`config.mk`:
```
export PLATFORM = sky130hd
export DESIGN_NAME = usp_port
export DESIGN_NICKNAME = d
export VERILOG_FILES = /design/src/include/usp_pkg.sv /design/src/rtl/usp_port.sv
export SDC_FILE = /design/constraint.sdc
export NUM_CORES = 1
export LEC_CHECK = 0
export BUFFER_PORTS_ARGS = -buffer_cell sky130_fd_sc_hd__buf_2
export CAP_MARGIN = 25
export CORE_AREA = 5 5 42 44
export DETAILED_ROUTE_END_ITERATION = 7
export DIE_AREA = 0 0 47 49
export GPL_TIMING_DRIVEN = 0
export PLACE_DENSITY = 0.69
export SYNTH_ARGS = -nofsm -noshare
export SYNTH_HDL_FRONTEND = slang
export SYNTH_SLANG_ARGS = --single-unit
```
`constraint.sdc`:
```
create_clock -name core_clk_i -period 1.5 [get_ports core_clk_i]
set_input_delay 0.225 -clock core_clk_i [delete_from_list [all_inputs] [get_ports core_clk_i]]
set_output_delay 0.225 -clock core_clk_i [all_outputs]
set_load 0.005 [all_outputs]
```
`src/include/usp_pkg.sv`:
```
// usp_pkg: wiring mode codes, idle pin levels and reset values for the
// serial transceiver port; shared by the port logic and the bench.
package usp_pkg;

  // wiring mode codes as seen on the configuration input
  typedef logic [1:0] usp_mode_t;
  localparam usp_mode_t MODE_DZ_BIDIR  = 2'h0;  // data/zero-state, 3 wires
  localparam usp_mode_t MODE_DZ_UNIDIR = 2'h1;  // data/zero-state, 6 wires
  localparam usp_mode_t MODE_PM_BIDIR  = 2'h2;  // plus/minus, 4 wires
  localparam usp_mode_t MODE_PM_UNIDIR = 2'h3;  // plus/minus, 6 wires
  localparam usp_mode_t MODE_RESET     = MODE_DZ_BIDIR;

  // transmit enable levels (pin is active low)
  localparam logic TXOE_TRANSMIT = 1'h0;
  localparam logic TXOE_RECEIVE  = 1'h1;

  // levels driven on outputs while not transmitting (idle J state)
  localparam logic IDLE_DATA_PLUS  = 1'h1;
  localparam logic IDLE_ZERO_MINUS = 1'h0;

  // reset values of the received line state toward the controller
  localparam logic RX_DIFF_RESET  = 1'h1;
  localparam logic RX_PLUS_RESET  = 1'h1;
  localparam logic RX_MINUS_RESET = 1'h0;
  localparam logic RX_ZERO_RESET  = 1'h0;

endpackage : usp_pkg

```
`src/rtl/usp_port.sv`:
```
// usp_port: pin-level port between the usb controller and an external
// full/low-speed transceiver, in one of four wiring modes.
// assumes the transceiver pins are synchronous to core_clk_i and that the
// bench resolves the two shared pins from the output enables.
`timescale 1ns/100ps
`default_nettype none

// Contract
// the port offers four wiring modes: data/zero 3-wire, data/zero 6-wire, plus/minus 4-wire, plus/minus 6-wire.
// the transmit enable pin is active low, low while sending and high while the transceiver reports the line.
// in data/zero 3-wire mode the data pin carries transmit data while sending and the differential receive value otherwise.
// in data/zero 3-wire mode the zero-state pin requests a single-ended zero while sending and reports one otherwise.
// in data/zero 6-wire mode the data and zero-state pins are outputs only, carrying data and the zero request while sending.
// in data/zero 6-wire mode the transceiver presents the buffered plus and minus levels on two inputs while receiving.
// in data/zero 6-wire mode the transceiver drives the differential receive input while receiving.
// in plus/minus 4-wire mode the data pin carries the plus level both ways and a separate input gives the differential value.
// in plus/minus 4-wire mode the second pin carries the minus level, out while sending and in while receiving.
// in plus/minus 6-wire mode plus and minus go out on two outputs and come back on two inputs with a differential input.
// the mode is held while the port is active, receive pins are ignored while sending and shared pins are not driven while receiving.
module usp_port
(
  // clock and reset
  input  wire logic             core_clk_i,
  input  wire logic             rst_i,
  // configuration
  input  wire logic             port_enable_i,
  input  wire usp_pkg::usp_mode_t mode_i,
  // transmit request from the controller
  input  wire logic             tx_request_i,
  input  wire logic             tx_data_i,
  input  wire logic             tx_zero_i,
  input  wire logic             tx_plus_i,
  input  wire logic             tx_minus_i,
  // received line state toward the controller
  output logic                  rx_valid_o,
  output logic                  rx_diff_o,
  output logic                  rx_plus_o,
  output logic                  rx_minus_o,
  output logic                  rx_zero_o,
  output usp_pkg::usp_mode_t    mode_o,
  // transceiver pins
  output logic                  tx_output_enable_n_o,
  input  wire logic             line_data_plus_pin_i,
  output logic                  line_data_plus_pin_o,
  output logic                  line_data_plus_pin_oe_o,
  input  wire logic             zero_state_minus_pin_i,
  output logic                  zero_state_minus_pin_o,
  output logic                  zero_state_minus_pin_oe_o,
  input  wire logic             buffered_plus_in_i,
  input  wire logic             buffered_minus_in_i,
  input  wire logic             differential_receive_in_i
);

  // a single-ended zero is both lines low
  function automatic logic is_zero_state(input logic plus, input logic minus);
    is_zero_state = ~plus & ~minus;
  endfunction : is_zero_state

  usp_pkg::usp_mode_t mode_reg;
  usp_pkg::usp_mode_t mode_next;
  logic               txoe_n_reg;
  logic               txoe_n_next;
  logic               dat_reg;
  logic               dat_next;
  logic               zm_reg;
  logic               zm_next;
  logic               dat_oe_reg;
  logic               zm_oe_reg;
  logic               pins_oe_next;
  logic               rx_valid_reg;
  logic               rx_diff_reg;
  logic               rx_diff_next;
  logic               rx_plus_reg;
  logic               rx_plus_next;
  logic               rx_minus_reg;
  logic               rx_minus_next;
  logic               rx_zero_reg;
  logic               rx_zero_next;

  wire logic is_dz_bidir  = (mode_reg == usp_pkg::MODE_DZ_BIDIR);
  wire logic is_pm_bidir  = (mode_reg == usp_pkg::MODE_PM_BIDIR);
  wire logic is_bidir     = is_dz_bidir | is_pm_bidir;
  wire logic is_dz_mode   = is_dz_bidir | (mode_reg == usp_pkg::MODE_DZ_UNIDIR);
  wire logic sending      = port_enable_i & tx_request_i;
  wire logic receiving    = port_enable_i & (txoe_n_reg == usp_pkg::TXOE_RECEIVE);

  // mode only follows the configuration while the port is idle
  assign mode_next   = port_enable_i ? mode_reg : mode_i;
  assign txoe_n_next = sending ? usp_pkg::TXOE_TRANSMIT : usp_pkg::TXOE_RECEIVE;

  // transmit values: data/zero modes send data and zero request, plus/minus modes the line levels
  assign dat_next = ~sending ? usp_pkg::IDLE_DATA_PLUS :
                    is_dz_mode ? tx_data_i : tx_plus_i;
  assign zm_next  = ~sending ? usp_pkg::IDLE_ZERO_MINUS :
                    is_dz_mode ? tx_zero_i : tx_minus_i;

  // shared pins are driven only while sending; unidirectional pins whenever enabled
  assign pins_oe_next = port_enable_i & (sending | ~is_bidir);

  // receive decode per mode; the 3-wire mode has no plus/minus inputs, so derive them
  always_comb
  begin
    rx_diff_next  = rx_diff_reg;
    rx_plus_next  = rx_plus_reg;
    rx_minus_next = rx_minus_reg;
    rx_zero_next  = rx_zero_reg;
    if (receiving)
    begin
      case (mode_reg)
        usp_pkg::MODE_DZ_BIDIR:
        begin
          rx_diff_next  = line_data_plus_pin_i;
          rx_zero_next  = zero_state_minus_pin_i;
          rx_plus_next  = ~zero_state_minus_pin_i & line_data_plus_pin_i;
          rx_minus_next = ~zero_state_minus_pin_i & ~line_data_plus_pin_i;
        end
        usp_pkg::MODE_PM_BIDIR:
        begin
          rx_diff_next  = differential_receive_in_i;
          rx_plus_next  = line_data_plus_pin_i;
          rx_minus_next = zero_state_minus_pin_i;
          rx_zero_next  = is_zero_state(line_data_plus_pin_i, zero_state_minus_pin_i);
        end
        default:
        begin
          rx_diff_next  = differential_receive_in_i;
          rx_plus_next  = buffered_plus_in_i;
          rx_minus_next = buffered_minus_in_i;
          rx_zero_next  = is_zero_state(buffered_plus_in_i, buffered_minus_in_i);
        end
      endcase
    end
  end

  always_ff @(posedge core_clk_i or posedge rst_i)
  begin
    if (rst_i)
    begin
      mode_reg   <= usp_pkg::MODE_RESET;
      txoe_n_reg <= usp_pkg::TXOE_RECEIVE;
      dat_reg    <= usp_pkg::IDLE_DATA_PLUS;
      zm_reg     <= usp_pkg::IDLE_ZERO_MINUS;
      dat_oe_reg <= 1'h0;
      zm_oe_reg  <= 1'h0;
    end
    else
    begin
      mode_reg   <= mode_next;
      txoe_n_reg <= txoe_n_next;
      dat_reg    <= dat_next;
      zm_reg     <= zm_next;
      dat_oe_reg <= pins_oe_next;
      zm_oe_reg  <= pins_oe_next;
    end
  end

  always_ff @(posedge core_clk_i or posedge rst_i)
  begin
    if (rst_i)
    begin
      rx_valid_reg <= 1'h0;
      rx_diff_reg  <= usp_pkg::RX_DIFF_RESET;
      rx_plus_reg  <= usp_pkg::RX_PLUS_RESET;
      rx_minus_reg <= usp_pkg::RX_MINUS_RESET;
      rx_zero_reg  <= usp_pkg::RX_ZERO_RESET;
    end
    else
    begin
      rx_valid_reg <= receiving;
      rx_diff_reg  <= rx_diff_next;
      rx_plus_reg  <= rx_plus_next;
      rx_minus_reg <= rx_minus_next;
      rx_zero_reg  <= rx_zero_next;
    end
  end

  assign mode_o                    = mode_reg;
  assign tx_output_enable_n_o      = txoe_n_reg;
  assign line_data_plus_pin_o      = dat_reg;
  assign line_data_plus_pin_oe_o   = dat_oe_reg;
  assign zero_state_minus_pin_o    = zm_reg;
  assign zero_state_minus_pin_oe_o = zm_oe_reg;
  assign rx_valid_o                = rx_valid_reg;
  assign rx_diff_o                 = rx_diff_reg;
  assign rx_plus_o                 = rx_plus_reg;
  assign rx_minus_o                = rx_minus_reg;
  assign rx_zero_o                 = rx_zero_reg;

  // checks

  txoe_follows_req_a: assert property (
    @(posedge core_clk_i) disable iff (rst_i)
    (port_enable_i && tx_request_i) |=> (tx_output_enable_n_o == 1'h0))
    else $error("transmit enable not low after a send request");

  txoe_idle_high_a: assert property (
    @(posedge core_clk_i) disable iff (rst_i)
    !port_enable_i |=> tx_output_enable_n_o && !line_data_plus_pin_oe_o && !zero_state_minus_pin_oe_o)
    else $error("port drives while disabled");

  shared_no_drive_a: assert property (
    @(posedge core_clk_i) disable iff (rst_i)
    (tx_output_enable_n_o && (is_dz_bidir || is_pm_bidir))
      |-> !line_data_plus_pin_oe_o && !zero_state_minus_pin_oe_o)
    else $error("shared pin driven while receiving");

  mode_held_a: assert property (
    @(posedge core_clk_i) disable iff (rst_i)
    port_enable_i |=> $stable(mode_reg))
    else $error("mode changed while port active");

  dz_tx_value_a: assert property (
    @(posedge core_clk_i) disable iff (rst_i)
    (!tx_output_enable_n_o && is_dz_mode)
      |-> line_data_plus_pin_o == $past(tx_data_i) && zero_state_minus_pin_o == $past(tx_zero_i))
    else $error("data or zero request not on pins while sending");

  pm_tx_value_a: assert property (
    @(posedge core_clk_i) disable iff (rst_i)
    (!tx_output_enable_n_o && !is_dz_mode)
      |-> line_data_plus_pin_o == $past(tx_plus_i) && zero_state_minus_pin_o == $past(tx_minus_i))
    else $error("plus or minus not on pins while sending");

  unidir_drive_a: assert property (
    @(posedge core_clk_i) disable iff (rst_i)
    (port_enable_i && $past(port_enable_i) && !(is_dz_bidir || is_pm_bidir))
      |-> line_data_plus_pin_oe_o && zero_state_minus_pin_oe_o)
    else $error("unidirectional pins not driven");

  dz_rx_capture_a: assert property (
    @(posedge core_clk_i) disable iff (rst_i)
    (port_enable_i && tx_output_enable_n_o && is_dz_bidir)
      |=> rx_valid_o && rx_diff_o == $past(line_data_plus_pin_i)
          && rx_zero_o == $past(zero_state_minus_pin_i))
    else $error("3-wire receive not captured");

  uni_rx_capture_a: assert property (
    @(posedge core_clk_i) disable iff (rst_i)
    (port_enable_i && tx_output_enable_n_o && !(is_dz_bidir || is_pm_bidir))
      |=> rx_plus_o == $past(buffered_plus_in_i) && rx_minus_o == $past(buffered_minus_in_i)
          && rx_diff_o == $past(differential_receive_in_i))
    else $error("6-wire receive not captured");

  rx_ignored_tx_a: assert property (
    @(posedge core_clk_i) disable iff (rst_i)
    !tx_output_enable_n_o |=> !rx_valid_o && $stable(rx_diff_o) && $stable(rx_plus_o))
    else $error("receive pins sampled while sending");

endmodule : usp_port

`default_nettype wire

```
# After elaboration in Yosys (flattened, before gate mapping)
# Cells that the tools add are included.
word_totals:
  ff_bits: 11
  latch_bits: 0
  ram_bits: 0
  romBits: 0
  input_bits: 15
  output_inout_bits: 12
  wordCells: 36
  memories: 0
classes:
  n_addsub: 0
  n_mul: 0
  div_mod_pow: 0
  n_lt_le_gt_ge: 0
  n_eq_ne: 2
  n_shift: 0
  n_mux: 9
  bitwise: 14
  reduce_logical: 1
ops:
  columns: ["cell", "n"]
  rows:
  - ["$and 1x1->1", 6]
  - ["$mux 1", 6]
  - ["$pmux 1 s2", 3]
  - ["$not 1->1", 5]
  - ["$or 1x1->1", 3]
  - ["$eq 2x1->1 const B", 1]
  - ["$eq 2x2->1 const B", 1]
  - ["$logic_not 2->1", 1]

# Longest topological paths before layout
logic_depth:
  word_depth: 5
  ltp_mapped: 4
  ltp_nobuf: 3

# Least setup slack after synthesis
# No wires, ideal clock.
synth_timing:
  kind: "register to register"
  from: "register mode_reg[1] (netlist: mode_o[1])"
  to: "register rx_zero_reg (netlist: rx_zero_o)"
  setup_time_ps: 63
  arrival_time_ps: 1084
  required_ps: 1437
  path_slack_ps: 353
  stages_incl_launch_ff: 5
  n_path_buf: 1
  synth_period_minus_slack_ps: 1147
  cell_sequence: "dfrtp_1 buf_6 or3b_1 a21oi_1 o22a_2"
synth_via:
  elab_chain_len: 2
  word_cells_on_any_way: 3
  classes_between: "eq/ne (1); mux (1); reduce/logical (1)"
synth_rtl:
  columns: ["element", "line_no", "text"]
  rows:
  - ["start: declaration", "usp_port.sv:59", "usp_pkg::usp_mode_t mode_reg;"]
  - ["start signal: assignment", "usp_port.sv:139", "mode_reg <= usp_pkg::MODE_RESET;"]
  - ["start signal: assignment", "usp_port.sv:148", "mode_reg <= mode_next;"]
  - ["$eq 2x2->1 / $logic_not 2->1 (equally long branches)", "usp_port.sv:109", "case (mode_reg)"]
  - ["$pmux 1 s2 (*)", "usp_port.sv:109", null]
  - ["end signal: assignment", "usp_port.sv:165", "rx_zero_reg <= usp_pkg::RX_ZERO_RESET;"]
  - ["end signal: assignment", "usp_port.sv:173", "rx_zero_reg <= rx_zero_next;"]
  - ["end: declaration", "usp_port.sv:77", "logic rx_zero_reg;"]
# Every way passes the cells marked *; elsewhere a longest branch is shown, timed or not.
# A chain may end at the register's enable or synchronous reset.

# Final worst setup path
# Ends and elaborated chain as after synthesis.

==> impl_metrics.csv <==
group,metric,value,unit
status,status,"finished, final reports clean",
critical_path,reg2reg_from,"mode_o[1]$_DFFE_PP0N_",
logic_synthesis,synth_seq_cells,11,
logic_synthesis,synth_top_area_cell,"dfrtp_1",
pwr,netSwitchingPower,0.1716,mW
floorplan,die-area,2303,um2
logic_synthesis,ys_types,22,
clock_network,clk_pin_slew,0.07,ns
critical_path,cp_max_fo,8,
critical_path,arrival,1.42,ns
floorplan,die_w,47,um
grt,grt_max_degree,12,
critical_path,end_kind,"flip-flop",
critical_path,cp-start-kind,"flip-flop",
routing,drt_iter0_drc,5,
timing,finalSetupViolCount,0,
floorplan,die_h,49,um
timing,drv_slew,0,
placed_design,post-place-cells,86,
clock_network,clock_path_buffers,2,
layout,seq_area,280.3,um2
clock_network,numCtsBuffers,3,
critical_path,crit_type,"flip-flop to flip-flop",
grt,grt_use_total,10.40,%
logic_synthesis,synth.net_count,59,
logic_synthesis,seq_area_frac_synth,56.71,%
layout,multiInputGateArea,178.9,um2
timing,relSlewSlack,73.44,%
grt,grt_pass1_vias,438,
pwr,p_leak,0.3555,nW
floorplan,core,1401,um2
flow_run,max_cap_violations,0,
pwr,ir_drop,0.0004825,V
placed_design,pre_cts_ws,0.3090,ns
timing,layout_setup_ws,0.2883,ns
logic_synthesis,synth_top_area_share,35.44,%
routing,wl,1.014,mm
routing,routedWlPerCell,11.14,um
grt,grt_pass1_wl,1.794,mm
clock_network,root_buffer,"clkbuf_4",
routing,post-route-drc-count,0,
routing,routed_via_density,4.681,
worst_hold_path,hold_class,"input pin to flip-flop",
layout,final_cell_area,680.7,um2
placed_design,gp_congestion,0.6620,
clock_network,clk_latency,0.26,ns
pwr,powerDensity,1009,nW/um2
timing,period_share,80.78,%
clock_network,cts_tree,"yes",
routing,ant_nets,0,
timing,worst_pin_slew,0.3980,ns
layout,drive_gt1_share,52.00,%
floorplan,start_util,35.27,%
placed_design,io_buffers,26,
critical_path,critPathMaxStageDelay,0.38,ns
layout,antennaDiodeCount,0,
layout,fin_nets,91,
routing,dr.pass1.iters,2,
layout,fillers,160,
timing,max_clock_freq,0.8253,GHz
grt,antenna_found_initial,0,
layout,layout.cells.non_filler,91,
pwr,p_comb_share,20.8,%
worst_hold_path,min_from,"tx_request_i",
timing,totalNegativeSetupSlack,0,ns
timing,rsz0062_at_grt,"no",
layout,area_growth,37.72,%
placed_design,post_dp_cell_area,644.4,um2
clock_network,htree_levels,1,
pwr,p_sw_share,24.99,%
routing,vias,426,
logic_synthesis,postSynthCellCount,44,
timing,skew,0.002483,ns
logic_synthesis,synth.top_cells.by_area,"dfrtp_1, dfstp_2, mux2i_1",
clock_network,cts_setup_buffers,0,
critical_path,crit_start,"mode_o[1]$_DFFE_PP0N_",
logic_synthesis,yosys_warnings,0,
timing,finalHoldViolCount,0,
clock_network,clock_sinks,11,
timing,layout_min_cycle_time,1.212,ns
pwr,seq_power_share,50.5,%
pwr,intPower,0.5149,mW
layout,final_util,48.57,%
logic_synthesis,synth_area,494.2,um2
critical_path,path_cells,"buf_6, or3b_1, a21oi_1, o22a_2",
pwr,clkPwrFrac,28.6,%
floorplan,num_rows,14,
critical_path,required,1.70,ns
placed_design,dpl.hpwl,851.3,um
floorplan,pin_count,27,
grt,overflow,0,
logic_synthesis,synth.avg_cell_area,11.23,um2
critical_path,crit_slowest_cell,"dfrtp_1",
[worst max-delay path, delay by kind of cell (launching register included)]
kind / cells / cell delay [ns]
buffers and inverters: 1 / 0.14
AOI/OAI and AO/OA: 2 / 0.30
and+or+nand+nor: 1 / 0.34
DFF: 1 / 0.38
[routing by layer]
metal  part of all wire [%]  global-route usage, %  wire (um)
met1                     41                  10.93        413
met2                     46                  16.74        467
met3                     12                  5.535        126
met4                   0.59                  4.147          6
met5                      0                      0          0
[cells in the mapped netlist]
| cell type | number |
|---|---|
| o31ai_1 | 1 |
| nand2_1 | 4 |
| buf_4 | 1 |
| dfrtp_1 | 7 |
| nor2_1 | 3 |
| nand3_1 | 1 |
| dfstp_2 | 4 |
| mux2_2 | 2 |
| o22a_2 | 1 |
| a22o_1 | 1 |
| o21ai_0 | 2 |
| o21a_1 | 1 |
| a22oi_1 | 1 |
| mux2i_1 | 3 |
| buf_2 | 1 |
| inv_1 | 3 |
| nor2b_1 | 1 |
| a21o_1 | 1 |
| buf_6 | 1 |
| nand2b_1 | 1 |
| or3b_1 | 1 |
| a21oi_1 | 3 |
[registers in the layout, summed over array words and instances (netlist names)]
register                   flops
rx_valid_o                     1
rx_diff_o                      1
zero_state_minus_pin_oe_o      1
zero_state_minus_pin_o         1
rx_minus_o                     1
tx_output_enable_n_o           1
rx_plus_o                      1
line_data_plus_pin_o           1
rx_zero_o                      1
mode_o                         2
[worst paths after layout]
path	slack [ns]	cells past startpoint	to
min reg2reg	0.48	2	rx_plus_o$_DFFE_PP1P_
max	0.29	4	rx_zero_o$_DFFE_PP0P_
max reg2reg	0.29	4	rx_zero_o$_DFFE_PP0P_
min	0.14	2	line_data_plus_pin_o$_DFF_PP1_
min in group asynchronous	0.50	3	rx_minus_o$_DFFE_PP0P_
max in group asynchronous	0.68	3	tx_output_enable_n_o$_DFF_PP1_
[cells by family (layout without fill, tap and decap cells)]
family / after synthesis / count (layout) / share of synthesized area (%)
simple gates: 11 / 11 / 10.63
compound gates: 11 / 11 / 14.94
flops: 11 / 11 / 56.71
mux: 5 / 5 / 10.63
buf+inv: 6 / 37 / 7.088
[final cells by class]
type | count | share of cell area [%]
buffer | 3 | 3.493
clock buffer | 4 | 3.860
inverter | 3 | 1.654
multi-input combinational | 27 | 26.29
sequential | 11 | 41.18
tap | 16 | 2.941
timing repair buffer | 27 | 20.59
[repair_timing]
action | CTS | global route
endpoints found under the hold margin | 7 | 0
setup endpoints to repair | 0 | 0
hold buffers | 1 | 0
resized for setup | 0 | 0
[placed cells by master, fill, tap and decap left out, drive strengths merged, types with 2 or more instances in the layout]
cell type  instances
clkbuf             4
buf               29
nor2               3
nand2              4
mux2i              3
dfstp              4
dfrtp              7
a21oi              3
mux2               2
o21ai              2
inv                3
[through the flow]
step / hold WS, ns / power, mW
after CTS: 0.1332 / 0.6989
after global placement: 0.2270 / 0.4934
after floorplan: 0.07458 / 0.4309
final: 0.1375 / 0.6865
after global routing: 0.1310 / 0.7366
after detailed placement: 0.2373 / 0.4980
[power by group through the flow]
stage          clock network [mW]  logic (mW)  registers (mW)
2_1_floorplan                   0      0.0737           0.357
3_3_place_gp                    0       0.142           0.352
3_5_place_dp                    0       0.145           0.353
4_1_cts                     0.204       0.147           0.348
5_1_grt                     0.222       0.162           0.352
6_report                    0.197       0.143           0.347
(Power assumes the default switching activity.)
